### config.mk
export PLATFORM = sky130hd
export DESIGN_NAME = tsr_core
export DESIGN_NICKNAME = d
export VERILOG_FILES = /design/src/hdl/tsr_sync.v /design/src/hdl/tsr_fault.v /design/src/hdl/tsr_core.v
export VERILOG_INCLUDE_DIRS = /design/src /design/src/hdl
export SDC_FILE = /design/constraint.sdc
export NUM_CORES = 1
export LEC_CHECK = 0
export BUFFER_PORTS_ARGS = -buffer_cell sky130_fd_sc_hd__buf_2
export CAP_MARGIN = 20
export CORE_MARGIN = 2
export CORE_UTILIZATION = 30
export CTS_CLUSTER_DIAMETER = 40
export DETAILED_ROUTE_END_ITERATION = 10
export SLEW_MARGIN = 25
export SYNTH_ARGS = -nofsm -noshare
export SYNTH_HDL_FRONTEND = slang
export SYNTH_SLANG_ARGS = --single-unit
### constraint.sdc
create_clock -name i_core_clk -period 3.9 [get_ports i_core_clk]
set_input_delay 0 -clock i_core_clk [delete_from_list [all_inputs] [get_ports i_core_clk]]
set_output_delay 0 -clock i_core_clk [all_outputs]
set_load 0.01 [all_outputs]
### src/hdl/tsr_regs.vh
`ifndef TSR_REGS_VH
`define TSR_REGS_VH
// Register byte offsets on the bus
`define TSR_OFF_TEMP     8'h00
`define TSR_OFF_SETUP    8'h04
`define TSR_OFF_LOWER    8'h08
`define TSR_OFF_UPPER    8'h0C
`define TSR_OFF_POINTER  8'h10
`define TSR_OFF_SAMPLE   8'h14
`define TSR_OFF_IRQ_STAT 8'h18
`define TSR_OFF_IRQ_MASK 8'h1C
// Power-up defaults
`define TSR_RST_TEMP     16'h0000
`define TSR_RST_UPPER    16'hA000
`define TSR_RST_LOWER    16'h9600
`define TSR_RST_SETUP    8'h00
`define TSR_RST_POINTER  8'h00
// Setup field positions
`define TSR_BIT_SHDN     0
`define TSR_BIT_INTMODE  1
`define TSR_BIT_POL      2
`define TSR_BIT_FQ_LO    3
`define TSR_BIT_RES_LO   5
`define TSR_BIT_ONESHOT  7
// Times in ms, core clock in kHz
`define TSR_CLK_KHZ      10000
`define TSR_T_POWERUP_MS 2
`define TSR_T_CONV9_MS   30
`define TSR_POWERUP_CYC  (`TSR_T_POWERUP_MS * `TSR_CLK_KHZ)
`define TSR_CONV9_CYC    (`TSR_T_CONV9_MS * `TSR_CLK_KHZ)
// Interrupt status bits
`define TSR_IRQ_CONV     0
`define TSR_IRQ_ALERT    1
`endif

### src/hdl/tsr_sync.v
`timescale 1ns/1ns
`default_nettype none
module tsr_sync (
  // Clock and reset
  input  wire i_core_clk,
  input  wire i_rst_n,
  input  wire i_en,
  // Level
  input  wire i_async,
  output wire o_sync
);
  reg meta_reg;
  reg sync_reg;
  always @(posedge i_core_clk or negedge i_rst_n) begin
    if (!i_rst_n) begin
      meta_reg <= 1'b0;
      sync_reg <= 1'b0;
    end else if (i_en) begin
      meta_reg <= i_async;
      sync_reg <= meta_reg;
    end
  end
  assign o_sync = sync_reg;
endmodule
`default_nettype wire

### src/hdl/tsr_fault.v
`timescale 1ns/1ns
`default_nettype none
module tsr_fault (
  // Clock and reset
  input  wire       i_core_clk,
  input  wire       i_rst_n,
  input  wire       i_en,
  // Per-conversion result
  input  wire       i_done,
  input  wire       i_over,
  input  wire       i_under,
  input  wire [1:0] i_fq_sel,
  // Qualified conditions, pulses
  output reg        o_over_q,
  output reg        o_under_q
);
  reg  [2:0] over_cnt_reg;
  reg  [2:0] under_cnt_reg;
  wire [2:0] need;
  // Queue of 1, 2, 4 or 6 conversions
  assign need = (i_fq_sel == 2'b00) ? 3'h1 : (i_fq_sel == 2'b01) ? 3'h2 :
                (i_fq_sel == 2'b10) ? 3'h4 : 3'h6;
  always @(posedge i_core_clk or negedge i_rst_n) begin
    if (!i_rst_n) begin
      over_cnt_reg  <= 3'h0;
      under_cnt_reg <= 3'h0;
      o_over_q      <= 1'b0;
      o_under_q     <= 1'b0;
    end else if (i_en) begin
      o_over_q  <= 1'b0;
      o_under_q <= 1'b0;
      if (i_done) begin
        // RQ12 consecutive fault count
        over_cnt_reg  <= i_over ? ((over_cnt_reg < need) ? over_cnt_reg + 3'h1 : need) : 3'h0;
        under_cnt_reg <= i_under ? ((under_cnt_reg < need) ? under_cnt_reg + 3'h1 : need) : 3'h0;
        o_over_q      <= i_over && (over_cnt_reg + 3'h1 >= need);
        o_under_q     <= i_under && (under_cnt_reg + 3'h1 >= need);
      end
    end
  end
endmodule
`default_nettype wire

### src/hdl/tsr_core.v
`timescale 1ns/1ns
`default_nettype none
`include "tsr_regs.vh"
//////////////////////////////////////////////////////////////////////////////
// How it works
// RQ1 - setup bits 6:5 pick 9 to 12 bit resolution
// RQ2 - conversion time 30, 60, 120 or 240 ms, doubling per bit
// RQ3 - resolution code 00=9, 01=10, 10=11, 11=12 bits
// RQ4 - power-on reset returns every register to default
// RQ5 - defaults: temperature 0000, upper A000, lower 9600, pointer temperature
// RQ6 - setup register resets to 00
// RQ7 - 2 ms power-up delay before defaults and first conversion; code loads defaults at reset and delays only writes and the first conversion
// RQ8 - temperature valid only after one full conversion time
// RQ9 - controller programs active-low when alert line is wire-ORed
// RQ10 - bits 7,0 pick mode; one-shot clears bit 7 when done
// RQ11 - bit 1 comparator or interrupt, bit 2 alert polarity
// RQ12 - bits 4:3 fault queue; condition must persist that many conversions
// RQ13 - comparator alert set above upper, released below lower limit
module tsr_core #(
  parameter POWERUP_CYC = `TSR_POWERUP_CYC,
  parameter CONV9_CYC   = `TSR_CONV9_CYC
) (
  // Clock, reset, enable
  input  wire        i_core_clk,
  input  wire        i_rst_n,
  input  wire        i_ce,
  // AHB-Lite slave
  input  wire        i_hsel,
  input  wire [7:0]  i_haddr,
  input  wire [1:0]  i_htrans,
  input  wire        i_hwrite,
  input  wire [2:0]  i_hsize,
  input  wire [31:0] i_hwdata,
  input  wire        i_hready,
  output wire        o_hreadyout,
  output wire        o_hresp,
  output reg  [31:0] o_hrdata,
  // Sampling clock pin from the sensing front end
  input  wire        i_sample_clk,
  // Alert pin, open drain
  output wire        o_alert_out,
  output wire        o_alert_oe,
  output wire        o_alert_level,
  // Interrupt
  output wire        o_irq
);
  localparam ST_PWRUP = 2'h0;
  localparam ST_IDLE  = 2'h1;
  localparam ST_CONV  = 2'h2;

  reg  [15:0] temp_reg;
  reg  [15:0] upper_reg;
  reg  [15:0] lower_reg;
  reg  [7:0]  setup_reg;
  reg  [7:0]  pointer_reg;
  reg  [15:0] sample_reg;
  reg  [1:0]  irq_stat_reg;
  reg  [1:0]  irq_mask_reg;
  reg  [1:0]  state_reg;
  reg  [31:0] cnt_reg;
  reg         valid_reg;
  reg         alert_reg;
  reg         hot_reg;
  reg         sclk_d_reg;
  reg         ph_act_reg;
  reg         ph_wr_reg;
  reg  [7:0]  ph_addr_reg;
  reg         conv_done;
  wire        sclk_s;
  wire        over_q;
  wire        under_q;

  function [31:0] conv_cycles;
    input [1:0] res;
    begin
      // RQ2 doubling conversion
      conv_cycles = CONV9_CYC << res;
    end
  endfunction

  function signed [15:0] tmp9;
    input [15:0] v;
    begin
      tmp9 = {v[15:7], 7'h00};
    end
  endfunction

  //////////////////////////////////////////////////////////////////////////////
  // Sampling clock crossing; each rising edge counts one front-end tick
  tsr_sync u_sync (
    .i_core_clk (i_core_clk),
    .i_rst_n    (i_rst_n),
    .i_en       (i_ce),
    .i_async    (i_sample_clk),
    .o_sync     (sclk_s)
  );

  tsr_fault u_fault (
    .i_core_clk (i_core_clk),
    .i_rst_n    (i_rst_n),
    .i_en       (i_ce),
    .i_done     (conv_done),
    .i_over     ($signed(tmp9(temp_reg)) > $signed(tmp9(upper_reg))),
    .i_under    ($signed(tmp9(temp_reg)) < $signed(tmp9(lower_reg))),
    .i_fq_sel   (setup_reg[`TSR_BIT_FQ_LO+1:`TSR_BIT_FQ_LO]),
    .o_over_q   (over_q),
    .o_under_q  (under_q)
  );

  //////////////////////////////////////////////////////////////////////////////
  // Bus decode
  wire addr_ok = (i_haddr[1:0] == 2'b00) && (i_haddr <= `TSR_OFF_IRQ_MASK);
  wire take    = i_hsel && i_htrans[1] && i_hready;
  wire rd_take = take && !i_hwrite;
  wire rd_stat = rd_take && (i_haddr == `TSR_OFF_IRQ_STAT);
  wire wr_now  = ph_act_reg && ph_wr_reg;
  wire shdn    = setup_reg[`TSR_BIT_SHDN];
  wire oneshot = setup_reg[`TSR_BIT_ONESHOT];
  assign o_hreadyout = 1'b1;
  assign o_hresp     = 1'b0;

  always @(posedge i_core_clk or negedge i_rst_n) begin
    if (!i_rst_n) begin
      ph_act_reg  <= 1'b0;
      ph_wr_reg   <= 1'b0;
      ph_addr_reg <= 8'h00;
      o_hrdata    <= 32'h0000_0000;
    end else if (i_ce) begin
      ph_act_reg  <= take && addr_ok;
      ph_wr_reg   <= i_hwrite;
      ph_addr_reg <= i_haddr;
      if (rd_take) begin
        case (i_haddr)
          `TSR_OFF_TEMP:     o_hrdata <= {16'h0000, temp_reg};
          `TSR_OFF_SETUP:    o_hrdata <= {24'h000000, setup_reg};
          `TSR_OFF_LOWER:    o_hrdata <= {16'h0000, lower_reg};
          `TSR_OFF_UPPER:    o_hrdata <= {16'h0000, upper_reg};
          `TSR_OFF_POINTER:  o_hrdata <= {24'h000000, pointer_reg};
          `TSR_OFF_SAMPLE:   o_hrdata <= {15'h0000, valid_reg, sample_reg};
          `TSR_OFF_IRQ_STAT: o_hrdata <= {30'h00000000, irq_stat_reg};
          `TSR_OFF_IRQ_MASK: o_hrdata <= {30'h00000000, irq_mask_reg};
          default:           o_hrdata <= 32'h0000_0000;
        endcase
      end
    end
  end

  //////////////////////////////////////////////////////////////////////////////
  // Registers and conversion sequencer
  always @(posedge i_core_clk or negedge i_rst_n) begin
    if (!i_rst_n) begin
      // RQ4 power-on defaults
      temp_reg     <= `TSR_RST_TEMP;
      // RQ5 printed defaults
      upper_reg    <= `TSR_RST_UPPER;
      lower_reg    <= `TSR_RST_LOWER;
      pointer_reg  <= `TSR_RST_POINTER;
      // RQ6 setup default
      setup_reg    <= `TSR_RST_SETUP;
      sample_reg   <= 16'h0000;
      irq_mask_reg <= 2'h0;
      state_reg    <= ST_PWRUP;
      cnt_reg      <= 32'h0;
      valid_reg    <= 1'b0;
      sclk_d_reg   <= 1'b0;
      conv_done    <= 1'b0;
    end else if (i_ce) begin
      conv_done  <= 1'b0;
      sclk_d_reg <= sclk_s;
      // Front-end ticks accumulate into the raw sample
      if (sclk_s && !sclk_d_reg) begin
        sample_reg <= sample_reg + 16'h0010;
      end
      if (wr_now && state_reg != ST_PWRUP) begin
        case (ph_addr_reg)
          `TSR_OFF_SETUP:   setup_reg   <= i_hwdata[7:0];
          `TSR_OFF_LOWER:   lower_reg   <= {i_hwdata[15:7], 7'h00};
          `TSR_OFF_UPPER:   upper_reg   <= {i_hwdata[15:7], 7'h00};
          `TSR_OFF_POINTER: pointer_reg <= {6'h00, i_hwdata[1:0]};
          `TSR_OFF_IRQ_MASK: irq_mask_reg <= i_hwdata[1:0];
          default: ;
        endcase
      end
      case (state_reg)
        ST_PWRUP: begin
          // RQ7 power-up delay
          if (cnt_reg >= POWERUP_CYC - 1) begin
            cnt_reg   <= 32'h0;
            state_reg <= ST_CONV;
          end else begin
            cnt_reg <= cnt_reg + 32'h1;
          end
        end
        ST_IDLE: begin
          cnt_reg <= 32'h0;
          // RQ10 mode select
          if (!shdn || oneshot) begin
            state_reg <= ST_CONV;
          end
        end
        ST_CONV: begin
          // RQ1 resolution sets the time
          if (cnt_reg >= conv_cycles(setup_reg[`TSR_BIT_RES_LO+1:`TSR_BIT_RES_LO]) - 1) begin
            cnt_reg   <= 32'h0;
            conv_done <= 1'b1;
            // RQ8 first valid data
            valid_reg <= 1'b1;
            // RQ3 keep 9+res bits
            case (setup_reg[6:5])
              2'b00:   temp_reg <= {sample_reg[15:7], 7'h00};
              2'b01:   temp_reg <= {sample_reg[15:6], 6'h00};
              2'b10:   temp_reg <= {sample_reg[15:5], 5'h00};
              default: temp_reg <= {sample_reg[15:4], 4'h0};
            endcase
            // RQ10 one-shot self-clear
            if (shdn) begin
              setup_reg[`TSR_BIT_ONESHOT] <= 1'b0;
              state_reg <= ST_IDLE;
            end
          end else begin
            cnt_reg <= cnt_reg + 32'h1;
          end
        end
        default: state_reg <= ST_PWRUP;
      endcase
    end
  end

  //////////////////////////////////////////////////////////////////////////////
  // Alert logic
  wire int_mode = setup_reg[`TSR_BIT_INTMODE];
  always @(posedge i_core_clk or negedge i_rst_n) begin
    if (!i_rst_n) begin
      alert_reg <= 1'b0;
      hot_reg   <= 1'b0;
    end else if (i_ce) begin
      if (int_mode) begin
        // RQ11 interrupt mode: set on event, any read or shutdown clears
        // Hot flag arms the opposite event, so a cleared alert stays quiet
        if (over_q && !hot_reg || under_q && hot_reg) begin
          alert_reg <= 1'b1;
          hot_reg   <= !hot_reg;
        end else if (rd_take || (shdn && !oneshot)) begin
          alert_reg <= 1'b0;
        end
      end else begin
        // RQ13 comparator hysteresis
        if (over_q) begin
          alert_reg <= 1'b1;
          hot_reg   <= 1'b1;
        end else if (under_q) begin
          alert_reg <= 1'b0;
          hot_reg   <= 1'b0;
        end
      end
    end
  end

  // RQ11 polarity bit
  assign o_alert_level = setup_reg[`TSR_BIT_POL] ? alert_reg : !alert_reg;
  // RQ9 open drain only pulls low
  assign o_alert_out = 1'b0;
  assign o_alert_oe  = !o_alert_level;

  //////////////////////////////////////////////////////////////////////////////
  // Sticky interrupt status; set wins over read-clear
  always @(posedge i_core_clk or negedge i_rst_n) begin
    if (!i_rst_n) begin
      irq_stat_reg <= 2'h0;
    end else if (i_ce) begin
      irq_stat_reg <= (rd_stat ? 2'h0 : irq_stat_reg) | {over_q, conv_done};
    end
  end
  assign o_irq = |(irq_stat_reg & irq_mask_reg);
endmodule
`default_nettype wire

==> qor.txt, run 1 <==
status = complete, no violations
Synth area leaders = dfrtp_1 42%, ha_1 10%, mux2_2 7.5%
Max FO, Critical Path = 15
Worst slew margin = 31.0%
Vias = 5,448
full die area = 26,100 sq um
root buffer cell = clkbuf_16
Synth top area share = 42.3%
Clock Path Buffers = 2
Setup-failing EPs final = 0
worst skew pair latency = 430 ps
Layout fillers = 2,489
clock sinks = 132
Fin. Hold Viols = 0
distinct cell type count of the synthesized netlist = 71
placed cell count = 1,065
syn avg cell area = 10.5 sq um
max FFs per register = 32
Final GP Congestion = 0.802
total CTS buffers = 17
fmax = 0.329 GHz
Hold Slack = 22.6 ps
Fin Setup TNS = 0 ps
Yosys top cell by area = dfrtp_1
Worst Reg2Reg Path Length in Cells = 9
sequential fraction of the synthesis area = 44.4%
router iterations before antenna repair = 5
cell area after synthesis = 7460 sq um
P&R area growth vs syn = 18.6%
Setup crit end kind = flip-flop
Initial Utilization = 30.6%
post-DR wirelength/cell = 15.2 microns
skew final = 9.59 ps
post-DP HPWL = 11,900 microns
most frequent cell after synthesis = dfrtp_1
Worst Setup Start Kind = flip-flop
drc violations = 0
Ys Warns = 0
IO Port Bufs = 51
Non-Filler Instances = 1,124
main flop type after synthesis = dfrtp_1
htree depth = 4
LEAKAGE = 4.10 nW
antenna violations before repair = 1
Post-DP Area = 7960 sq um
Power per Cell Area = 385 nW/um^2
unrepaired setup endpoints after global routing = no
Die Wd = 162 microns
io pins = 90
row cnt = 57
Synth Instances = 712
post-synthesis register bit count = 132
critical path class = reg -> reg
combinational power share = 6.4%
Final Max Slew Viols = 0
top cells by count, synth = 126 x dfrtp_1, 70 x nand2_1, 60 x ha_1, 50 x mux2_2, 47 x inv_1
vias in the first global route = 5,383
Core ar. = 24,400 sq um
first-pass GRT wire length = 28,300 microns
total internal power = 2.59 mW
CTS clk-pin slew, worst paths = 60 ps
sequential power share = 44.5%
Tcrit/Tclk final = 78.0%
clock power share = 49.1%
CTS tree = built
P_sw = 0.817 mW
DRT iter0 DRCs = 381
post-route cell area = 8850 sq um
setup repair bufs after CTS = 0
largest net degree at the start of global routing = 102
Post-synth EDFFs = 0
total power = 3.41 mW
Final Net Count = 898
antenna viol nets, final = 0
min-delay worst type = in -> reg
fin crit period = 3040 ps
Switching Fraction = 24.0%
total congestion overflow = 0
Chip Height = 162 microns
Max-cap violations = 0
Peak VDD IR = 219 uV
detailed-route vias per instance = 4.85
GRT Util Overall = 13.6%
Worst EP required = 4170 ps
hold depth = 2
ys async rst share = 100%
final wirelength = 17,100 microns
ratio of cells with drive above 1 in the final layout = 20.4%
Tightest Pin Transition = 1030 ps
Worst Path Arrival = 3310 ps
==> metrics by stage <==
| stage | utilization [%] | setup WS (ps) |
|---|---|---|
| 6_report | 36.3 | 858 |
| 5_1_grt | 36.3 | 565 |
| 4_1_cts | 36.2 | 830 |
| 3_5_place_dp | 32.6 | 830 |
| 3_3_place_gp | 32.6 | 901 |
| 2_1_floorplan | - | 1390 |
==> power by group through the flow <==
stage,logic [mW],clock network (mW),registers [mW]
final,0.217,1.67,1.52
after detailed placement,0.197,0,1.54
after global routing,0.247,1.77,1.53
after global placement,0.193,0,1.54
after CTS,0.217,1.71,1.52
after floorplan,0.148,0,1.51
==> what timing repair did <==
item                                   in CTS  in global routing
resized for setup                           0                  0
endpoints found under the hold margin     131                  0
hold buffers                               25                  0
==> worst max-delay path: stages, from the launching register on <==
cell,delay (ps)
dfrtp_1,470
inv_1,150
ha_1,350
ha_1,340
nand4_1,120
nor3_1,210
a211oi_1,120
o2111a_1,410
nor3_4,550
o32ai_1,170
==> kinds of logic after synthesis <==
| kind of cell | share of synthesized area (%) |
|---|---|
| simple gates | 15.4 |
| flops | 44.4 |
| compound gates | 11.3 |
| buf+inv | 5.79 |
| mux | 9.96 |
| fa+ha+maj | 10.1 |
| xor+xnor | 3.05 |
| other cells | 0.101 |
==> metal layers <==
layer / vias up / part of all wire (%) / track usage (%)
li1: 2644 / - / -
met1: 2678 / 46 / 17.9
met2: 111 / 48 / 22.1
met3: 15 / 4.8 / 3.70
met4: 0 / 1.1 / 4.06
met5: - / 0 / 0
==> cell type report <==
cell class / count / area, sq um / share of cell area [%]
multi-input combinational: 508 / 3780 / 42.8
sequential: 132 / 3310 / 37.4
timing repair buffer: 80 / 562 / 6.35
clock buffer: 24 / 482 / 5.44
tap: 324 / 405 / 4.58
inverter: 47 / 176 / 1.99
clock inverter: 8 / 126 / 1.43
antenna: 1 / 2.50 / 0.0283
==> path summary, 6_finish.rpt <==
check,end,startpoint,slack (ps)
hold / removal,ph_addr_reg[4]$_DFFE_PN0P_,i_haddr[4],20
setup reg to reg,cnt_reg[3]$_DFFE_PN0P_,setup_reg[6]$_DFFE_PN0P_,860
min in group asynchronous,cnt_reg[14]$_DFFE_PN0P_,i_rst_n,100
max in group asynchronous,cnt_reg[10]$_DFFE_PN0P_,i_rst_n,3000
setup / recovery,cnt_reg[3]$_DFFE_PN0P_,setup_reg[6]$_DFFE_PN0P_,860
hold reg to reg,o_hrdata[2]$_DFFE_PN0P_,o_hrdata[2]$_DFFE_PN0P_,460
==> placed cells by master, fill, tap and decap left out, types with 7 or more instances in the layout <==
master,instances
xnor2_1,12
nand3_1,29
and2_1,13
dfrtp_1,126
inv_1,47
a222oi_1,8
dlygate4sd3_1,25
clkbuf_16,17
nor3_1,13
nor2_1,31
buf_2,50
conb_1,18
a21o_1,7
a21oi_1,19
nand2_1,70
nand2b_1,9
a21boi_0,10
nand4_1,11
mux2i_1,9
o21ai_0,37
xor2_1,14
mux2_2,50
ha_1,60
No activity file was read; power rests on OpenSTA's default activity.
==> run 2: changes to the inputs <==
==> constraint.sdc (replaced) <==
create_clock -name i_core_clk -period 2.7 [get_ports i_core_clk]
set_input_delay 0 -clock i_core_clk [delete_from_list [all_inputs] [get_ports i_core_clk]]
set_output_delay 0 -clock i_core_clk [all_outputs]
set_load 0.01 [all_outputs]
==> run 2 against run 1 <==
Compared with the run above:
- via count rose by 1.9%
- total power grew 45%
- sequential share of layout area fell by 1.3 points
- global-route usage rose by 0.16 points
- register-to-register slack worse by 760 ps
- sequential power grew 44%
- worst setup slack worse by 760 ps
- final area rose by 3.5%
- fmax is 17% higher
- sequential cell count did not move
- clock skew increased by 1.9 ps
- largest power group unchanged
- highest routed layer unchanged
==> qor.txt, run 2 (synthesized netlist as in run 1, its figures left out) <==
Layout fillers = 2,436
ratio of cells with drive above 1 in the final layout = 24.8%
Worst Path Arrival = 2940 ps
Initial Utilization = 30.6%
clock sinks = 132
Vias = 5,554
met1 wire length = 8090 microns
most frequent cells in the layout = 126 x dfrtp_1, 70 x nand2_1, 56 x ha_1
LEAKAGE = 4.24 nW
Final GP Congestion = 0.806
fmax = 0.384 GHz
Worst Setup Start Kind = flip-flop
Final Net Count = 921
Setup-failing EPs final = 0
total congestion overflow = 0
Chip Height = 162 microns
P&R area growth vs syn = 22.8%
critical path class = reg -> reg
Final Max Slew Viols = 0
Worst slew margin = 40.2%
Fin. Hold Viols = 0
DRT iter0 DRCs = 389
status = complete, no violations
Tcrit/Tclk final = 96.4%
Power per Cell Area = 538 nW/um^2
first-pass GRT wire length = 28,500 microns
Die Wd = 162 microns
largest net degree at the start of global routing = 93
Max FO, Critical Path = 4
Peak VDD IR = 355 uV
fin util = 37.6%
Tightest Pin Transition = 898 ps
row cnt = 57
pre-CTS setup slack = -9.59 ps
CTS clk-pin slew, worst paths = 70 ps
post-DP HPWL = 12,100 microns
detailed-route vias per instance = 4.85
post-DR wirelength/cell = 15.2 microns
CTS tree = built
met2 wire len = 8440 microns
Clock Path Buffers = 2
fin crit period = 2600 ps
full die area = 26,100 sq um
R2R Setup Slk = 100 ps
antenna violations before repair = 0
Max-cap violations = 0
router iterations before antenna repair = 5
Core ar. = 24,400 sq um
final wirelength = 17,400 microns
post-route cell area = 9160 sq um
commonest non-fill, non-tap cell in the layout = dfrtp_1
max FFs per register = 32
GRT Util Overall = 13.8%
htree depth = 4
drc violations = 0
final worst setup slack = 98.1 ps
skew final = 11.5 ps
antenna cells = 0
Post-DP Area = 8110 sq um
IO Port Bufs = 51
vias in the first global route = 5,527
Worst EP required = 3040 ps
met3 routed WL = 679 microns
worst skew pair latency = 430 ps
antenna viol nets, final = 0
min-delay worst type = in -> reg
io pins = 90
total CTS buffers = 17
top sig layer = met4
root buffer cell = clkbuf_16
Setup crit end kind = flip-flop
## run 2: cell count changes in the layout (fill, tap and decap cells not counted), sizes merged, moves of 3 or more
| cell | change |
|---|---|
| inv | +3 |
| clkbuf | -5 |
| buf | +21 |
| clkinv | +4 |
## run 2: worst paths after layout
path / start / endpoint / depth (start not counted)
worst max-delay path: setup_reg[5]$_DFFE_PN0P_ / cnt_reg[3]$_DFFE_PN0P_ / 11
worst min-delay path: i_haddr[3] / irq_stat_reg[0]$_DFFE_PN0P_ / 4
worst max register to register: setup_reg[5]$_DFFE_PN0P_ / cnt_reg[3]$_DFFE_PN0P_ / 11
worst min register to register: o_hrdata[3]$_DFFE_PN0P_ / o_hrdata[3]$_DFFE_PN0P_ / 2
max in group asynchronous: i_rst_n / ph_addr_reg[1]$_DFFE_PN0P_ / 3
min in group asynchronous: i_rst_n / sample_reg[5]$_DFFE_PN0P_ / 2
## run 2: power by group
group / switching [mW] / total (mW) / internal, mW / leakage, nW
clock network: 0.936 / 2.42 / 1.49 / 0.297
registers: 0.119 / 2.19 / 2.07 / 1.74
logic: 0.170 / 0.319 / 0.149 / 2.20
total: 1.22 / 4.93 / 3.71 / 4.24
## run 2: metal layers
layer	track usage, %	up-vias
li1	-	2702
met4	4.02	0
met3	2.91	15
met2	22.9	117
met1	18.2	2720
met5	0	-
## run 2: layout make-up
class                      instances  area [sq um]  area share (%)
tap                              324           405            4.43
clock buffer                      18           439            4.80
timing repair buffer             102           762            8.32
sequential                       132          3310            36.1
multi-input combinational        509          3890            42.5
clock inverter                    14           176            1.93
inverter                          47           176            1.93
## run 2: worst max-delay path, stage by stage, from the launching register on
cell	delay (ps)
dfrtp_1	420
buf_4	150
buf_4	130
ha_1	210
inv_1	60
ha_1	230
and3_1	210
a211oi_4	310
o2111a_2	330
buf_4	150
o21ai_2	60
o32ai_2	250
## run 2: stage by stage
stage          hold slack, ps  power [mW]  std cells  setup TNS [ps]
6_report                 21.8        4.93       1146               0
5_1_grt                  29.8        5.14       1146           -97.3
4_1_cts                  12.3        4.98       1138               0
3_5_place_dp              171        2.51       1081           -9.59
3_3_place_gp              162        2.51       1081               0
2_1_floorplan            -296        2.40        728               0
## run 2: repair_timing
item / CTS / global route
hold buffers: 25 / 0
buffers inserted: 0 / 6
gates cloned: 0 / 2
pin swaps: 0 / 5
resized for setup: 1 / 18
endpoints found under the hold margin: 122 / 0
setup endpoints to repair: 1 / 29
==> run 3: changes to the inputs <==
==> constraint.sdc (replaced) <==
create_clock -name i_core_clk -period 3.1 [get_ports i_core_clk]
set_input_delay 0 -clock i_core_clk [delete_from_list [all_inputs] [get_ports i_core_clk]]
set_output_delay 0 -clock i_core_clk [all_outputs]
set_load 0.01 [all_outputs]
==> run 3 against run 2 <==
Compared with the run above:
- worst setup slack improved by 190 ps
- clock skew fell by 1.4 ps
- critical endpoint is now cnt_reg[7]$_DFFE_PN0P_
- largest power group unchanged
- core utilization is 1.1 points lower
- worst hold slack better by 3.2 ps
- total power decreased by 14%
- sequential share of layout area grew 1.1 points
- fmax down 7.4%
- non-clock buffer count fell by 16
- final area shrank 3.0%
- die area did not move
- register-to-register slack better by 190 ps
- first-iteration DRC count decreased by 11%
- highest routed layer unchanged
==> qor.txt, run 3 (synthesized netlist as in run 1, its figures left out) <==
status = complete, no violations
Final Net Count = 904
P&R area growth vs syn = 19.1%
Tightest Pin Transition = 882 ps
Fin Setup TNS = 0 ps
post-DR wirelength/cell = 15.2 microns
Vias = 5,487
Final Max Slew Viols = 0
antenna cells = 0
setup repair bufs after CTS = 0
CP most frequent cell = ha_1
Reg-to-Reg End = cnt_reg[7]$_DFFE_PN0P_
CTS resizes = 0
Core ar. = 24,400 sq um
Register Area = 3310 sq um
Tcrit/Tclk final = 90.7%
CTS tree = built
post-route cell area = 8880 sq um
final wirelength = 17,200 microns
Max-cap violations = 0
critical path class = reg -> reg
fmax = 0.356 GHz
GRT Util Overall = 13.7%
Final GP Congestion = 0.794
io pins = 90
Worst path slowest cell = dfrtp_1
clock sinks = 132
detailed-route vias per instance = 4.86
skew final = 10.2 ps
drc violations = 0
total CTS buffers = 17
critical-path cell list = inv_1 -> ha_1 -> ha_1 -> a21oi_1 -> o21ai_0 -> a211oi_1 -> o2111a_1 -> buf_4 -> a2bb2oi_1 -> a21o_1
Worst path top cell family by delay = compound AO/OA/AOI/OAI gates
total congestion overflow = 0
antenna violations before repair = 0
Worst path max stage delay = 470 ps
Die Wd = 162 microns
min-delay worst type = in -> reg
R2R Setup Slk = 290 ps
Initial Utilization = 30.6%
unrepaired setup endpoints after global routing = no
row cnt = 57
DRT iter0 DRCs = 348
full die area = 26,100 sq um
ratio of cells with drive above 1 in the final layout = 21.2%
vias in the first global route = 5,465
Hold Startpoint = i_haddr[4]
fin crit period = 2810 ps
antenna viol nets, final = 0
Worst Path Arrival = 3170 ps
Setup crit end kind = flip-flop
fin util = 36.4%
Clock Path Buffers = 2
LEAKAGE = 4.14 nW
Worst EP required = 3460 ps
number of buffers and inverters on the critical path = 2
worst skew pair latency = 420 ps
IO Port Bufs = 51
Layout fillers = 2,470
R2R Path Start = setup_reg[5]$_DFFE_PN0P_
Max FO, Critical Path = 7
Setup-failing EPs final = 0
commonest non-fill, non-tap cell in the layout = dfrtp_1
post-DP HPWL = 12,000 microns
CTS clk-pin slew, worst paths = 60 ps
Peak VDD IR = 290 uV
Chip Height = 162 microns
Worst slew margin = 41.0%
Worst Hold Path EP = ph_addr_reg[4]$_DFFE_PN0P_
root buffer cell = clkbuf_16
Worst Setup Start Kind = flip-flop
Post-DP Area = 8020 sq um
hold depth = 2
first-pass GRT wire length = 28,300 microns
Power per Cell Area = 478 nW/um^2
max FFs per register = 32
router iterations before antenna repair = 5
most frequent cells in the layout = 126 x dfrtp_1, 70 x nand2_1, 60 x ha_1
largest net degree at the start of global routing = 89
Fin. Hold Viols = 0
Worst Reg2Reg Path Length in Cells = 10
htree depth = 4
Multi-input gate area = 3780 sq um
## run 3: cell count changes in the layout (fill, tap and decap cells not counted), sizes merged
cell | previous run | this run
dlygate4sd3 | 25 | 26
nand3 | 31 | 30
inv | 50 | 48
clkbuf | 19 | 22
buf | 76 | 60
clkinvlp | 2 | 1
bufinv | 3 | 2
## run 3: worst max path at each step
stage | startpoint | endpoint | slack (ps) | cells past startpoint
5_1_grt | setup_reg[5]$_DFFE_PN0P_ | temp_reg[9]$_DFFE_PN0P_ | 130 | 9
2_1_floorplan | setup_reg[6]$_DFFE_PN0P_ | temp_reg[10]$_DFFE_PN0P_ | 590 | 10
4_1_cts | setup_reg[5]$_DFFE_PN0P_ | temp_reg[10]$_DFFE_PN0P_ | 270 | 9
3_3_place_gp | setup_reg[5]$_DFFE_PN0P_ | temp_reg[8]$_DFFE_PN0P_ | 340 | 9
3_5_place_dp | setup_reg[5]$_DFFE_PN0P_ | temp_reg[10]$_DFFE_PN0P_ | 270 | 9
6_report | setup_reg[5]$_DFFE_PN0P_ | cnt_reg[7]$_DFFE_PN0P_ | 290 | 10
## run 3: worst reg2reg max path: stages, from the launching register on
cell and delay [ps]:
dfrtp_1 470, inv_1 120, ha_1 360, ha_1 320, a21oi_1 130, o21ai_0 90
a211oi_1 350, o2111a_1 460, buf_4 200, a2bb2oi_1 160, a21o_1 100
## run 3: metrics by stage
stage / worst slack [ps] / cells / hold slack, ps / total power [mW]
6_report: 289 / 1129 / 25.0 / 4.25
5_1_grt: 128 / 1129 / 20.2 / 4.42
4_1_cts: 268 / 1129 / 10.2 / 4.29
3_5_place_dp: 272 / 1071 / 144 / 2.19
3_3_place_gp: 338 / 1071 / 146 / 2.19
2_1_floorplan: 591 / 728 / -296 / 2.09
## run 3: power breakdown
group / leakage [nW] / internal (mW) / switching (mW)
sequential: 1.74 / 1.80 / 0.107
clock: 0.297 / 1.27 / 0.785
combinational: 2.10 / 0.127 / 0.149
total: 4.14 / 3.21 / 1.04
## run 3: final cells by class
| cell class | instances | area share (%) |
|---|---|---|
| clock buffers | 22 | 5.45 |
| clock inverters | 10 | 1.37 |
| inverters | 47 | 1.99 |
| multi-input cells | 508 | 42.6 |
| flip-flops and latches | 132 | 37.3 |
| well taps | 324 | 4.56 |
| repair buffers | 86 | 6.77 |
## run 3: what timing repair did
action	CTS	global route
endpoints found under the setup margin	0	0
hold buffers	26	0
hold endpoints to repair	121	0
## run 3: metal layers
layer | share of wire, % | global-route usage [%]
met1 | 48 | 18.1
met2 | 47 | 22.7
met3 | 3.6 | 2.86
met4 | 1.4 | 4.51
met5 | 0 | 0
